<file path="src/rtl/field_counter_pkg.sv">
package field_counter_pkg;
	localparam int axis_count = 3;
	localparam int axis_sel_width = 2;
	localparam int cycle_width = 16;
	localparam int legacy_max_cycles = 4096;
	localparam int standard_max_cycles = 65535;
	localparam int result_width = 32;
	localparam logic [15:0] cycle_count_reset = 16'h00c8;
	typedef enum logic [2:0] {
		st_idle = 3'b000,
		st_forward = 3'b001,
		st_reverse = 3'b010,
		st_finish = 3'b011
	} phase_type;
endpackage

</file>
<file path="src/rtl/field_period_counter.sv">
`timescale 1ns/1ps
// What this block does
// Ground one coil end, drive the other.
// Count clocks until programmed oscillations complete.
// Then swap bias ends and repeat run.
// Result is forward count minus reverse count.
// Only one axis measured at a time.
// Each axis keeps its own cycle count.
// Legacy mode caps cycle count at 4096.
// Standard mode allows 16-bit cycle counts.
// Mode strap high selects legacy protocol.
// Host serial clock at most 1 MHz.
// Result is signed two's complement.
module field_period_counter #(
	parameter int axes = field_counter_pkg::axis_count,
	parameter int width = field_counter_pkg::result_width
) (
	input wire logic clk,
	input wire logic resetn,
	input wire logic mode_strap,
	input wire logic cycle_write,
	input wire logic [field_counter_pkg::axis_sel_width-1:0] cycle_axis,
	input wire logic [field_counter_pkg::cycle_width-1:0] cycle_value,
	input wire logic start,
	input wire logic [field_counter_pkg::axis_sel_width-1:0] start_axis,
	input wire logic [axes-1:0] osc_in,
	output logic [axes-1:0] drive_p,
	output logic [axes-1:0] drive_n,
	output logic [axes-1:0] drive_en,
	output logic busy,
	output logic result_valid,
	output logic [field_counter_pkg::axis_sel_width-1:0] result_axis,
	output logic signed [width-1:0] result,
	output logic legacy_mode
);
	// The axis selects are two bits wide and the counters must hold a long forward run.
	if (axes < 1 || axes > 3 || width < 18) begin : gen_param_check
		$error("field_period_counter: unsupported parameters");
	end

	localparam int cw = field_counter_pkg::cycle_width;
	localparam logic [cw-1:0] legacy_cap = cw'(field_counter_pkg::legacy_max_cycles);
	localparam logic [cw-1:0] standard_cap = cw'(field_counter_pkg::standard_max_cycles);

	field_counter_pkg::phase_type phase_reg;
	field_counter_pkg::phase_type phase_next;
	logic [cw-1:0] cycles_reg [axes];
	logic [field_counter_pkg::axis_sel_width-1:0] axis_reg;
	logic [cw-1:0] osc_left_reg;
	logic [width-1:0] clk_count_reg;
	logic [width-1:0] forward_reg;
	logic strap_seen_reg;
	logic strap_meta_reg;
	logic strap_sync_reg;
	logic [axes-1:0] osc_level;
	logic [axes-1:0] osc_rise;

	// Oscillator comparator outputs are asynchronous to clk.
	// A run only sees rises two edges late; the reverse run also starts on a late rise, so only the forward count carries that lag.
	genvar g;
	generate
		for (g = 0; g < axes; g = g + 1) begin : gen_sync
			osc_edge_sync osc_edge_sync_inst (
				.clk(clk),
				.resetn(resetn),
				.async_in(osc_in[g]),
				.level_out(osc_level[g]),
				.rise_pulse(osc_rise[g])
			);
		end
	endgenerate

	// Strap is caught after reset release; a strap change needs a new reset.
	wire strap_capture = !strap_seen_reg;
	wire [cw-1:0] mode_cap = legacy_mode ? legacy_cap : standard_cap;
	wire [cw-1:0] cycle_clamped = (cycle_value > mode_cap) ? mode_cap : cycle_value;
	wire axis_ok = 32'(start_axis) < axes;
	wire cycle_axis_ok = 32'(cycle_axis) < axes;
	wire accept_start = (phase_reg == field_counter_pkg::st_idle) && start && axis_ok;
	// An out-of-range axis never indexes past the table, even while it is refused.
	wire [field_counter_pkg::axis_sel_width-1:0] start_index = axis_ok ? start_axis : '0;
	wire [cw-1:0] sel_cycles = cycles_reg[start_index];
	wire run_active = (phase_reg == field_counter_pkg::st_forward) ||
		(phase_reg == field_counter_pkg::st_reverse);
	// Drive follows the phase being entered, so enable and bias change on one edge.
	wire next_active = (phase_next == field_counter_pkg::st_forward) ||
		(phase_next == field_counter_pkg::st_reverse);
	wire [field_counter_pkg::axis_sel_width-1:0] run_axis = accept_start ? start_axis : axis_reg;
	// Only the selected axis can end a run; the idle axes stay undriven.
	wire sel_rise = osc_rise[axis_reg];
	wire run_done = run_active && sel_rise && (osc_left_reg <= cw'(1));
	wire signed [width-1:0] difference = $signed(forward_reg) - $signed(clk_count_reg);

	// Finish lasts one cycle so the result and its valid pulse leave together.
	always_comb begin
		phase_next = phase_reg;
		case (phase_reg)
			field_counter_pkg::st_idle: begin
				if (accept_start) begin
					phase_next = field_counter_pkg::st_forward;
				end
			end
			field_counter_pkg::st_forward: begin
				if (run_done) begin
					phase_next = field_counter_pkg::st_reverse;
				end
			end
			field_counter_pkg::st_reverse: begin
				if (run_done) begin
					phase_next = field_counter_pkg::st_finish;
				end
			end
			default: begin
				phase_next = field_counter_pkg::st_idle;
			end
		endcase
	end

	always_ff @(posedge clk) begin
		if (!resetn) begin
			phase_reg <= field_counter_pkg::st_idle;
		end else begin
			phase_reg <= phase_next;
		end
	end

	// The strap is a pin. Its two stages are left unreset so that they settle while
	// reset is held; a reset shorter than two clocks may catch the old strap level.
	always_ff @(posedge clk) begin
		strap_meta_reg <= mode_strap;
		strap_sync_reg <= strap_meta_reg;
	end

	always_ff @(posedge clk) begin
		if (!resetn) begin
			strap_seen_reg <= 1'b0;
			legacy_mode <= 1'b0;
		end else if (strap_capture) begin
			strap_seen_reg <= 1'b1;
			legacy_mode <= strap_sync_reg;
		end
	end

	// Writes outside the axis range are dropped rather than folded onto a real axis.
	generate
		for (g = 0; g < axes; g = g + 1) begin : gen_cycles
			always_ff @(posedge clk) begin
				if (!resetn) begin
					cycles_reg[g] <= field_counter_pkg::cycle_count_reset;
				end else if (cycle_write && cycle_axis_ok && 32'(cycle_axis) == g) begin
					cycles_reg[g] <= cycle_clamped;
				end
			end
		end
	endgenerate

	// A zero cycle count is run as one oscillation so every run terminates.
	// The completing edge is counted in both runs, so the offsets cancel in the difference.
	always_ff @(posedge clk) begin
		if (!resetn) begin
			axis_reg <= '0;
			osc_left_reg <= '0;
			clk_count_reg <= '0;
			forward_reg <= '0;
		end else if (accept_start) begin
			axis_reg <= start_axis;
			osc_left_reg <= sel_cycles;
			clk_count_reg <= '0;
		end else if (run_active) begin
			if (run_done) begin
				if (phase_reg == field_counter_pkg::st_forward) begin
					forward_reg <= clk_count_reg + 1'b1;
					osc_left_reg <= cycles_reg[axis_reg];
					clk_count_reg <= '0;
				end else begin
					clk_count_reg <= clk_count_reg + 1'b1;
				end
			end else begin
				clk_count_reg <= clk_count_reg + 1'b1;
				if (sel_rise) begin
					osc_left_reg <= osc_left_reg - 1'b1;
				end
			end
		end
	end

	// Drive follows the synchronised comparator: charge until it trips, then discharge.
	always_ff @(posedge clk) begin
		if (!resetn) begin
			drive_p <= '0;
			drive_n <= '0;
			drive_en <= '0;
		end else begin
			for (int i = 0; i < axes; i++) begin
				drive_en[i] <= next_active && (32'(run_axis) == i);
				if (phase_next == field_counter_pkg::st_forward && 32'(run_axis) == i) begin
					drive_p[i] <= ~osc_level[i];
					drive_n[i] <= 1'b0;
				end else if (phase_next == field_counter_pkg::st_reverse &&
						32'(run_axis) == i) begin
					drive_p[i] <= 1'b0;
					drive_n[i] <= ~osc_level[i];
				end else begin
					drive_p[i] <= 1'b0;
					drive_n[i] <= 1'b0;
				end
			end
		end
	end

	// Busy falls on the edge that raises result_valid, so a new start may follow at once.
	always_ff @(posedge clk) begin
		if (!resetn) begin
			busy <= 1'b0;
			result_valid <= 1'b0;
			result_axis <= '0;
			result <= '0;
		end else begin
			busy <= (phase_next != field_counter_pkg::st_idle);
			result_valid <= (phase_reg == field_counter_pkg::st_finish);
			if (phase_reg == field_counter_pkg::st_finish) begin
				result <= difference;
				result_axis <= axis_reg;
			end
		end
	end
endmodule

</file>
<file path="src/rtl/osc_edge_sync.sv">
`timescale 1ns/1ps
module osc_edge_sync (
	input wire logic clk,
	input wire logic resetn,
	input wire logic async_in,
	output logic level_out,
	output logic rise_pulse
);
	logic stage1_reg;
	logic stage2_reg;
	logic stage3_reg;
	always_ff @(posedge clk) begin
		if (!resetn) begin
			stage1_reg <= 1'b0;
			stage2_reg <= 1'b0;
			stage3_reg <= 1'b0;
		end else begin
			stage1_reg <= async_in;
			stage2_reg <= stage1_reg;
			stage3_reg <= stage2_reg;
		end
	end
	assign level_out = stage2_reg;
	assign rise_pulse = stage2_reg & ~stage3_reg;
endmodule

</file>
<file path="config.mk">
export PLATFORM = sky130hd
export DESIGN_NAME = field_period_counter
export DESIGN_NICKNAME = d
export VERILOG_FILES = /design/src/rtl/field_counter_pkg.sv /design/src/rtl/field_period_counter.sv /design/src/rtl/osc_edge_sync.sv
export SDC_FILE = /design/constraint.sdc
export NUM_CORES = 1
export LEC_CHECK = 0
export ABC_AREA = 0
export CORE_UTILIZATION = 58
export DETAILED_ROUTE_END_ITERATION = 6
export DONT_BUFFER_PORTS = 1
export PLACE_DENSITY = 0.74
export SYNTH_ARGS = -nofsm -noshare
export SYNTH_HDL_FRONTEND = slang
export SYNTH_SLANG_ARGS = --single-unit
</file>
<file path="constraint.sdc">
create_clock -name clk -period 4.5 [get_ports clk]
set_clock_uncertainty 0.15 [all_clocks]
set_input_delay 0.9 -clock clk [delete_from_list [all_inputs] [get_ports clk]]
set_output_delay 0.9 -clock clk [all_outputs]
set_load 0.02 [all_outputs]
</file>
Word-level counts from Yosys, hierarchy flattened
Memory sizes are Yosys's and may differ from the RTL's. A register that Yosys moved wholly into a read port is not among the register bits. Index checks and enable logic that the tools add are counted.

Div/mod/pow operators: 0. Eq/ne operators: 10. Bitwise logic cells: 17. Add/sub/neg operators: 3. Mux-type cells: 32. Multiply operators: 0. $lt $le $gt $ge: 5. Reduce and logical (&&, ||, !) cells: 34. Shifts and indexed selects: 0.

Operators with widths (count): 16-bit two-way mux (10); 32-bit two-way mux (2); 32-bit by 1-bit adder with 32-bit output (second input constant) (1); 32-bit subtractor (1); 1-bit logical AND (17); 16-bit greater-than comparator (1); 16-bit by 1-bit <= comparator with 1-bit output (second input constant) (1); 16-bit by 1-bit subtractor with 16-bit output (second input constant) (1); 1-bit two-way mux (12); 1-bit NOT (11); 3-bit by 2-bit == test with 1-bit output (second input constant) (3); 3-bit two-way mux (3); 3-bit case mux with 3 select lines (1); 3-bit OR reduction (3); 3-bit by 1-bit == test with 1-bit output (second input constant) (2); 2-bit two-way mux (3); 2-bit AND reduction (3); 3-bit nonzero test (2); 2-bit by 1-bit == test with 1-bit output (second input constant) (2); 2-bit == test (second input constant) (2); 2-bit logical NOT (2); 2-bit < comparator (second input constant) (2); 4-bit AND reduction (1); 1-bit AND (3); other kinds (9) (12).

Word-level logic and storage cells: 131. RAM bits: 48. Memory bits (read-only): 0. Flip-flop bits (word level): 143. Latch bits: 0. Memories: 1. Output and inout bits: 46. Input bits: 28.

Memories: cycles_reg (words 3, bits a word 16, rd ports 2, clocked after Yosys merged registers in 1, write ports 3, line field_period_counter.sv:47) `logic [cw-1:0] cycles_reg [axes];`.

Depth between registers and ports, before layout
Depth after elaboration: 12. Depth in mapped cells: 11. Depth with buffers taken out: 10.

Cells and area by module
Synthesis repeated with hierarchy kept, for this count alone.

Cells, all modules: 1276. Area total of the unflattened synthesis: 10797.9 um^2.

By module, submodules not included: field_period_counter (times used 1, area each 10520.1 um^2, cells each 1255, sequential area each 4124.0 um^2); osc_edge_sync (times used 3, area each 92.6 um^2, cells each 7, sequential area each 60.1 um^2).

Worst setup path after synthesis
No wires, ideal clock.

Path kind: input-to-reg. From: input port cycle_value[9] (netlist name). To: memory cycles_reg[1][12] (netlist name), data pin. Stages: 10. Setup slack: 1.215 ns. Library setup time: 0.254 ns. Arrival time: 2.880 ns. Path buffers: 2. Cell sequence: ha_1 -> a21o_1 -> a21o_1 -> a221o_1 -> a221oi_2 -> nand2b_1 -> o21a_1 -> buf_6 -> buf_6 -> o21a_1.

RTL lines: start, declared (line field_period_counter.sv:23) `input wire logic [field_counter_pkg::cycle_width-1:0] cycle_value,`; end, declared (line field_period_counter.sv:47).

Worst setup path after layout
From: register axis_reg[0] (netlist name). To: register clk_count_reg[31].

Cells in the longest elaborated chain, start to end: 5.

RTL lines: start, declared (line field_period_counter.sv:48) `logic [field_counter_pkg::axis_sel_width-1:0] axis_reg;`; start signal, assigned (line field_period_counter.sv:166) `axis_reg <= start_axis;`; 1-bit binary-select mux with 2-bit select (line field_period_counter.sv:90) `wire sel_rise = osc_rise[axis_reg];`; 1-bit two-way mux (not written as such) (line field_period_counter.sv:90); 1-bit logical AND (2 in a row) (line field_period_counter.sv:91) `wire run_done = run_active && sel_rise && (osc_left_reg <= cw'(1));`; 32-bit two-way mux (line field_period_counter.sv:170) `if (run_done) begin`; end signal, assigned (line field_period_counter.sv:176) `clk_count_reg <= clk_count_reg + 1'b1;`; end signal, assigned (line field_period_counter.sv:179) `clk_count_reg <= clk_count_reg + 1'b1;`; end, declared (line field_period_counter.sv:50) `logic [width-1:0] clk_count_reg;`.

Every way passes these cells. The select of a mux whose other input is x is not followed. A chain may end at the register's enable or synchronous reset.

==> run metrics <==
most common cell after layout, fill and taps aside nand2_1; core area 18770 um^2; clock latency on the worst-skew pair 0.44 ns; antenna violations before repair 0; asr flop ratio synth 0%; I/O pin cnt 74; fin crit period 3.441 ns; met2 wire len 13.02 mm; P&R area growth vs syn 6.055%; antenna-violating nets left 0; ANT cells 0; hold buffer count at CTS 0; starting density of the core 59.57%; layout cells sized above 1 6.141%; PD cells 310.7 nW/um^2; worst rel slew slack 24.60%; CP Class flop to flop; TritonCTS clock tree done; CP Depth 8; metal3 WL 1.646 mm; Max stage delay on crit path 0.68 ns; status finished, final reports clean; Largest register FFs 48; Post-CTS Setup Bufs 0; type of the most critical hold path flop to flop; Clock Path Buffers 2; DR WL/cell 17.62 um; design area 11860 um^2; sequential cell area 4304 um^2; required time worst endpoint 4.67 ns; Synthesized Nets 1432; yosys synthesis warning count 0; DRT Pass-1 Iters 5; dpl cell area 11260 um^2; crit end category flop; max cap viols 0; post-CTS sizing 0; RSZ-0062 raised after global routing false; Congestion Overflow GR 0; EDFF count, synth 48; DRT Wirelength 27.37 mm; Finished Core Util 63.17%; chip width 140.8 um; CTS Root Cell clkbuf_16; Worst EP arrival 3.61 ns; Finish-stage setup viols 0; FILL cells 1642; Startpoint Class flop; aggregate negative setup slack 0 ns; worst path bufs/invs 1; largest net degree at the start of global routing 75; Simple-Gate Fraction of Synth Area 19.53%; TritonCTS buffer count 17; xor and xnor area share after synthesis 4.544%; WHS 0.1898 ns; Seq cells post-synth 191; vias in the first global route 8893; P_leak 4.203 nW; Yosys cell types 72; Syn Inst Count 1354; Mapped Area 11180 um^2; post-detail-place hpwl 19.77 mm; commonest non-fill, non-tap cells in the layout 148 x nand2_1, 143 x dfxtp_1, 133 x a21oi_1, 122 x nor2_1, 114 x o21ai_0; Residual DRC 0; Worst path slowest cell dfxtp_1; critical path, cell by cell or3b_2 > a21oi_1 > o2111ai_2 > nor2_4 > buf_12 > o21ai_0 > a21oi_1 > nor2_1; Compound-Gate Fraction of Synth Area 23.38%; CTS Sinks 191; FP Rows 50; mux share of post-synthesis cell area 3.257%; H-Tree Depth 4; first-pass GRT wire length 45.35 mm; GR Util All Layers 28.53%; RePlAce Congestion 0.8880; Final Hold Vio Count 0; R2R depth 8; Vert. Die Dim 140.8 um; f_max 290.6 MHz; maximum vdd drop 0.3254 mV; Synth Area in Adders 5.663%; vias per cell 6.165; drt first-iter violations 658; largest family of logic cells by synthesized area compound AO/OA/AOI/OAI gates; hold depth 0; CP max FO 74; IO Port Bufs 0; vias 9575; metal1 wirelength 12.15 mm; syn avg cell area 8.257 um^2; Max Slew Vio Count 0; # nets final 1384; Crit path max-delay family simple AND/OR/NAND/NOR gates; slew of the pin with the lowest slew margin 1.129 ns; Power Total 3.683 mW; Tcrit/Tclk final 76.47%; area of the multi-input gates 6315 um^2; Most common cell on crit path a21oi_1; Clock transition at path regs 0.08 ns; Highest Signal Layer met4; die footprint 19830 um^2; Main synth FF type dfxtp_1; Seq/Total Area, Yosys 38.50%
==> metal layers <==
layer / global-route usage (%) / vias to the layer above
li1: - / 4794
met1: 36.80 / 4427
met2: 47.32 / 314
met3: 5.842 / 40
met4: 10.41 / 0
met5: 0 / -
==> worst register-to-register path, stage by stage (launching register included) <==
cell and delay [ns]:
dfxtp_1 0.68, or3b_2 0.62, a21oi_1 0.38, o2111ai_2 0.32, nor2_4 0.44, buf_12 0.33, o21ai_0 0.19, a21oi_1 0.16
nor2_1 0.05
==> area by class of cell <==
type / count / share of cell area (%)
Multi-Input combinational cell: 1026 / 53.26
Sequential cell: 191 / 36.30
Clock buffer: 17 / 3.588
Tap cell: 234 / 2.469
Inverter: 50 / 1.583
Clock inverter: 15 / 1.425
Timing Repair Buffer: 20 / 1.372
==> power breakdown <==
part	internal, mW	switching (mW)
logic	0.136	0.196
registers	1.80	0.0398
clock network	0.749	0.762
total	2.69	0.998
==> final timing paths <==
path,from,end,slack [ns]
setup / recovery,axis_reg[0]$_SDFF_PN0_,clk_count_reg[31]$_SDFFE_PP0P_,1.06
hold / removal,strap_meta_reg$_DFF_P_,strap_sync_reg$_DFF_P_,0.19
setup reg to reg,axis_reg[0]$_SDFF_PN0_,clk_count_reg[31]$_SDFFE_PP0P_,1.06
hold reg to reg,strap_meta_reg$_DFF_P_,strap_sync_reg$_DFF_P_,0.19
==> synth_stat cells, drive strengths merged (5+ instances only) <==
master,n,area [um^2]
nand3,38,190.2
inv,50,187.7
nand2,148,555.5
buf,33,178.9
mux2i,33,330.3
nand4,20,125.1
clkbuf,54,202.7
ha,49,613.1
a21oi,134,674.4
and2,11,68.82
nor2b,10,62.56
o211ai,22,170.2
nor2,127,496.7
edfxtp,48,1441
nand2b,15,93.84
xor2,13,113.9
a211oi,57,427.9
nor3,26,135.1
nor4,9,81.33
nor3b,5,42.54
xnor2,45,394.1
o2111ai,6,52.55
o22ai,15,93.84
a21o,17,127.6
or3,18,112.6
and3,10,62.56
o21ai,126,630.6
dfxtp,143,2863
o21a,16,120.1
==> cell families after synthesis <==
| logic type | count (synthesis) |
|---|---|
| AND/OR/NAND/NOR | 455 |
| AO/OA/AOI/OAI | 426 |
| flip-flops | 191 |
| buffers and inverters | 137 |
| XOR/XNOR | 58 |
| adder cells (fa/ha/maj) | 50 |
| multiplexers | 36 |
| other | 1 |
==> through the flow <==
stage | setup WS [ns] | cells
final | 1.059 | 1553
after detailed placement | 0.6689 | 1521
after CTS | 1.076 | 1553
after floorplan | 1.215 | 1354
after global routing | 0.8363 | 1553
after global placement | 0.8471 | 1521
No activity file was read; power rests on OpenSTA's default activity.
